--- src/verilog/usb_addr_state_regs.vh ---
// Offsets, field positions and reset values of the address and state register
`ifndef USB_ADDR_STATE_REGS_VH
`define USB_ADDR_STATE_REGS_VH

// ****************************************************************
// Register offset
// ****************************************************************
`define ADDRESS_AND_STATE_OFS 12'h0200

// ****************************************************************
// Field positions
// ****************************************************************
`define FLD_STAGE_ERR       15
`define FLD_TWO_WAY         14
`define FLD_SPEED_HI        13
`define FLD_SPEED_LO        12
`define FLD_SUSPEND         11
`define FLD_CONFIGURED      10
`define FLD_ADDRESSED       9
`define FLD_DEFAULT         8
`define FLD_ADDR_HI         6
`define FLD_ADDR_LO         0

// ****************************************************************
// Codes and reset values
// ****************************************************************
`define SPEED_FULL          2'b01
`define STATE_DEFAULT       3'b001
`define ADDR_RESET          7'h00
`define FAULT_RESET         1'b0
`define TWO_WAY_RESET       1'b0
`define SUSPEND_RESET       1'b0

`endif

--- src/verilog/usb_device_address_state.v ---
// Device address and device state register of a full-speed USB function
//
// Functional notes
// - Setup in data/status or STALL sets fault
// - Normal status stage completion clears fault
// - Select bit lets endpoint carry both directions
// - Speed field reads 01, read only
// - Suspend bit reflects function core suspend
// - Bus reset forces default state 001
// - System or bus reset restores reset values
`timescale 1ns/1ps
`default_nettype none
`include "usb_addr_state_regs.vh"

module usb_device_address_state #(
  parameter ADDR_W = 12
) (
  input  wire              clk,
  input  wire              arst_n,
  input  wire              usb_bus_reset,
  input  wire              reg_wr,
  input  wire              reg_rd,
  input  wire [ADDR_W-1:0] reg_addr,
  input  wire [31:0]       reg_wdata,
  output reg  [31:0]       reg_rdata,
  output reg               reg_rvalid,
  input  wire              setup_in_data_status,
  input  wire              stall_sent,
  input  wire              ctrl_status_ok,
  input  wire              core_suspended,
  output reg               endpoint_two_way_select,
  output reg  [6:0]        dev_address,
  output reg  [2:0]        dev_state
);

  // ****************************************************************
  // Local state
  // ****************************************************************
  reg         fault_r;
  reg         fault_nxt;
  reg         suspend_r;
  reg         suspend_nxt;
  reg         two_way_nxt;
  reg  [2:0]  state_nxt;
  reg  [6:0]  address_nxt;
  reg  [31:0] rdata_nxt;
  reg         rvalid_nxt;
  wire        wr_hit;
  wire        rd_hit;
  wire [31:0] word;

  // ****************************************************************
  // Functions
  // ****************************************************************
  // Shared by write and read decode
  function addr_hit;
    input [ADDR_W-1:0] addr;
    begin
      addr_hit = (addr == `ADDRESS_AND_STATE_OFS);
    end
  endfunction

  // Fixed layout of the readback word
  function [31:0] pack_word;
    input       fault;
    input       two_way;
    input       suspend;
    input [2:0] state;
    input [6:0] address;
    begin
      pack_word = {16'h0000,
                   fault,
                   two_way,
                   `SPEED_FULL,
                   suspend,
                   state,
                   1'b0,
                   address};
    end
  endfunction

  // ****************************************************************
  // Decode
  // ****************************************************************
  assign wr_hit = reg_wr & addr_hit(reg_addr);
  assign rd_hit = reg_rd & addr_hit(reg_addr);

  // Readback of writable fields plus live status
  assign word = pack_word(fault_r,
                          endpoint_two_way_select,
                          suspend_r,
                          dev_state,
                          dev_address);

  // ****************************************************************
  // Fault flag
  // ****************************************************************
  always @* begin
    fault_nxt = fault_r;
    if (wr_hit) begin
      fault_nxt = reg_wdata[`FLD_STAGE_ERR];
    end
    if (ctrl_status_ok) begin
      fault_nxt = 1'b0;
    end
    if (setup_in_data_status | stall_sent) begin
      fault_nxt = 1'b1;
    end
    if (usb_bus_reset) begin
      fault_nxt = `FAULT_RESET;
    end
  end

  // ****************************************************************
  // Two way select
  // ****************************************************************
  always @* begin
    two_way_nxt = endpoint_two_way_select;
    if (wr_hit) begin
      two_way_nxt = reg_wdata[`FLD_TWO_WAY];
    end
    if (usb_bus_reset) begin
      two_way_nxt = `TWO_WAY_RESET;
    end
  end

  // ****************************************************************
  // Device state
  // ****************************************************************
  always @* begin
    state_nxt = dev_state;
    // only writable fields taken
    // Not checked for one-hot; firmware owns the encoding
    if (wr_hit) begin
      state_nxt = reg_wdata[`FLD_CONFIGURED:`FLD_DEFAULT];
    end
    if (usb_bus_reset) begin
      state_nxt = `STATE_DEFAULT;
    end
  end

  // ****************************************************************
  // Device address
  // ****************************************************************
  always @* begin
    address_nxt = dev_address;
    if (wr_hit) begin
      address_nxt = reg_wdata[`FLD_ADDR_HI:`FLD_ADDR_LO];
    end
    if (usb_bus_reset) begin
      address_nxt = `ADDR_RESET;
    end
  end

  // ****************************************************************
  // Suspend status
  // ****************************************************************
  // One cycle late; status only, no timing depends on it
  always @* begin
    suspend_nxt = core_suspended;
    if (usb_bus_reset) begin
      suspend_nxt = `SUSPEND_RESET;
    end
  end

  // ****************************************************************
  // Read port
  // ****************************************************************
  // speed constant full speed
  always @* begin
    rvalid_nxt = reg_rd;
    // Unmapped addresses read zero
    rdata_nxt  = 32'h0000_0000;
    if (rd_hit) begin
      rdata_nxt = word;
    end
  end

  // ****************************************************************
  // Flip-flops
  // ****************************************************************
  // Bus reset lives in next state so async branches stay constant
  always @(posedge clk or negedge arst_n) begin
    if (!arst_n) begin
      fault_r <= `FAULT_RESET;
    end else begin
      fault_r <= fault_nxt;
    end
  end

  always @(posedge clk or negedge arst_n) begin
    if (!arst_n) begin
      endpoint_two_way_select <= `TWO_WAY_RESET;
    end else begin
      endpoint_two_way_select <= two_way_nxt;
    end
  end

  always @(posedge clk or negedge arst_n) begin
    if (!arst_n) begin
      dev_state <= `STATE_DEFAULT;
    end else begin
      dev_state <= state_nxt;
    end
  end

  always @(posedge clk or negedge arst_n) begin
    if (!arst_n) begin
      dev_address <= `ADDR_RESET;
    end else begin
      dev_address <= address_nxt;
    end
  end

  always @(posedge clk or negedge arst_n) begin
    if (!arst_n) begin
      suspend_r <= `SUSPEND_RESET;
    end else begin
      suspend_r <= suspend_nxt;
    end
  end

  always @(posedge clk or negedge arst_n) begin
    if (!arst_n) begin
      reg_rdata  <= 32'h0000_0000;
      reg_rvalid <= 1'b0;
    end else begin
      reg_rdata  <= rdata_nxt;
      reg_rvalid <= rvalid_nxt;
    end
  end

endmodule
`default_nettype wire

--- config.mk ---
export PLATFORM = sky130hd
export DESIGN_NAME = usb_device_address_state
export DESIGN_NICKNAME = d
export VERILOG_FILES = /design/src/verilog/usb_device_address_state.v
export VERILOG_INCLUDE_DIRS = /design/src /design/src/verilog
export SDC_FILE = /design/constraint.sdc
export NUM_CORES = 1
export LEC_CHECK = 0
export ABC_AREA = 1
export BUFFER_PORTS_ARGS = -buffer_cell sky130_fd_sc_hd__buf_2
export CAP_MARGIN = 40
export CORE_UTILIZATION = 40
export DETAILED_ROUTE_END_ITERATION = 6
export PLACE_DENSITY = 0.89
export SLEW_MARGIN = 20
export SYNTH_ARGS = -nofsm -noshare
export SYNTH_HDL_FRONTEND = slang
export SYNTH_SLANG_ARGS = --single-unit
--- constraint.sdc ---
create_clock -name clk -period 1.1 [get_ports clk]
set_input_delay 0.275 -clock clk [delete_from_list [all_inputs] [get_ports clk]]
set_output_delay 0.275 -clock clk [all_outputs]
set_load 0.05 [all_outputs]
==> qor.yml <==
run_status: "finished with violations"
violations: "negative setup slack"
core_area_um2: 3103
maximum_buffer_depth_of_the_clock_tree: 2
fin_setup_tns_ps: -2173
avgViaCountPerCell: 4.819
hold_slack_ps: 70.81
global_route.usage.total_pct: 20.68
critical_path_required_ps: 820
min-delay-path-class: "in -> reg"
setup_viol: 26
cts.clk_slew.worst_paths_ps: 150
vdd_drop_max_mv: 0.5670
die_height_um: 59.56
rsz0062_at_grt: "yes"
crit_chain: "buf_8"
port_buffers: 58
global_route.peak_usage_layer: "met2"
weighted_congestion_reported_at_the_end_of_routability_driven_placement: 0.7402
first_global_vias: 1179
critical_path.startpoint_type: "flip-flop"
pre_cts_ws_ps: -147.2
layout.cells.most_common: "sky130_fd_sc_hd__buf_2"
critPathCaptureType: "output port"
post_synth_inst_count: 144
placedCellCount: 248
synth.ff_latch_count: 28
initial_antenna_violation_count: 0
grt_max_degree: 22
worst-path-buf-inv: 1
grt_util_met3_pct: 5.022
max_clock_freq_mhz: 748.4
cp_top_family: "flip-flops"
num-fill-cells: 230
number_of_top_level_design_ports: 97
finish.net_count: 275
critical_path_class: "reg -> out"
power_density_nw_per_um2: 1193
finalNonFillerCells: 265
cts_tree: "built"
grt_use_met1_pct: 22.04
critPathArrivalTime_ps: 1060
globalRouteMet2Util_pct: 34.83
timing.final.max_slew_violations: 0
synthDominantCellAreaShare_pct: 50.99
placement_rows: 20
drtIter0Drc: 66
crit_path_max_fanout: 2
route.detailed.wl_per_inst_um: 13.61
vias: 1277
synth.area.top_cells: "sky130_fd_sc_hd__dfrtp_1, sky130_fd_sc_hd__buf_4, sky130_fd_sc_hd__nand3_1, sky130_fd_sc_hd__nand2_1, sky130_fd_sc_hd__inv_1"
final_min_period_over_clock_period_pct: 121.5
power.leakage_uw: 0.001088
cp_slowest_cell: "sky130_fd_sc_hd__dfstp_2"
synthesis.area_per_instance_um2: 9.202
flop2flop_setup_slack_ps: 170
clock_sinks: 28
diodes: 0
final_hold_viol_count: 0
synth-seq-area-share_pct: 52.97
worst_skew_pair.late_latency_ps: 330
cts-htree-levels: 1
route.detailed.drc: 0
most_frequent_cells_in_the_layout: "sky130_fd_sc_hd__buf_2, sky130_fd_sc_hd__dfrtp_1, sky130_fd_sc_hd__buf_6"
detailed_routing_iteration_count_for_the_pre_antenna_repair_pass: 4
synth_top_cell_by_area: "sky130_fd_sc_hd__dfrtp_1"
cap_violations: 0
timing.clock.skew_ps: 5.184
grt_overflow_total: 0
layout_setup_ws_ps: -236.3
syn-cell-area_um2: 1325
ctsRootBufferMaster: "sky130_fd_sc_hd__clkbuf_4"
routed_wl_um: 3607
cts-buffers-inserted: 3
delay_contributed_by_the_slowest_stage_of_the_critical_path_ps: 580
design.die.area_um2: 3547
yosys.cell_types.count: 22
post_route_cells_drive_above_1_share_pct: 45.25
final_antenna_net_count: 0
period_needed_ps: 1336
area_delta_synth_final_pct: 49.48
start_util_pct: 42.70
dieWidth_um: 59.56
global_route_wire_length_before_repair_um: 5306
hpwl_um: 1917
yosys_warnings: 0
==> path summary, 6_finish.rpt <==
kind	from	cells after the start	to
max	dev_state[0]	1	dev_state[0]
min	reg_rd	1	reg_rvalid
max reg2reg	dev_address[6]	4	dev_address[6]
min reg2reg	suspend_r	2	reg_rdata[11]
max in group asynchronous	arst_n	3	reg_rdata[6]
min in group asynchronous	arst_n	2	dev_address[4]
==> synth_stat cells (all sizes together) <==
| library cell | n |
|---|---|
| conb | 1 |
| and2 | 1 |
| o21ai | 1 |
| nor3 | 2 |
| dfstp | 1 |
| nor2 | 26 |
| nand3 | 22 |
| buf | 22 |
| a21oi | 1 |
| nand2 | 21 |
| dfrtp | 27 |
| inv | 18 |
| nand4 | 1 |
==> routing by layer <==
metal / part of all wire, % / vias to the layer above
li1: - / 560
met1: 33 / 595
met2: 52 / 100
met3: 8.5 / 22
met4: 6.4 / 0
met5: 0 / -
==> registers in the layout (all words and copies together), names as in the netlist <==
name                     flops
dev_state                    3
reg_rdata                   14
endpoint_two_way_select      1
reg_rvalid                   1
fault_r                      1
dev_address                  7
suspend_r                    1
==> final cells by class <==
| class | count | area [um^2] | share of cell area, % |
|---|---|---|---|
| clock buffer | 3 | 22.52 | 1.137 |
| clock inverter | 1 | 30.03 | 1.516 |
| inverter | 18 | 67.56 | 3.411 |
| multi-input combinational | 93 | 456.7 | 23.06 |
| sequential | 28 | 701.9 | 35.44 |
| tap | 44 | 55.05 | 2.780 |
| timing repair buffer | 78 | 646.9 | 32.66 |
==> cells by family after synthesis <==
group,count (synthesis),synth area share (%)
other,1,0.2830
AOI/OAI and AO/OA,2,0.7547
buffers and inverters,40,17.94
DFF,28,52.98
and+or+nand+nor,73,28.05
==> report_power, final <==
part	internal, uW	leakage (uW)	total [uW]	switching (uW)
Sequential	1060	0.000373	1090	27.1
Clock	369	0.0000279	685	316
Combinational	187	0.000687	586	399
==> what timing repair did <==
action | CTS | global route
buffers inserted | 9 | 3
setup endpoints to repair | 26 | 29
pin swaps | 0 | 2
hold buffers | 1 | 0
resized for setup | 53 | 3
endpoints found under the hold margin | 13 | 0
==> stage by stage <==
step                      utilization, %  total power [uW]  cell area [um^2]
after floorplan                        -              1482              1389
after global placement             53.31              1566              1654
after detailed placement           53.31              1574              1654
after CTS                          62.86              2301              1951
after global routing               63.83              2433              1981
final                              63.83              2362              1981
Power figures use the tool's default switching activity.
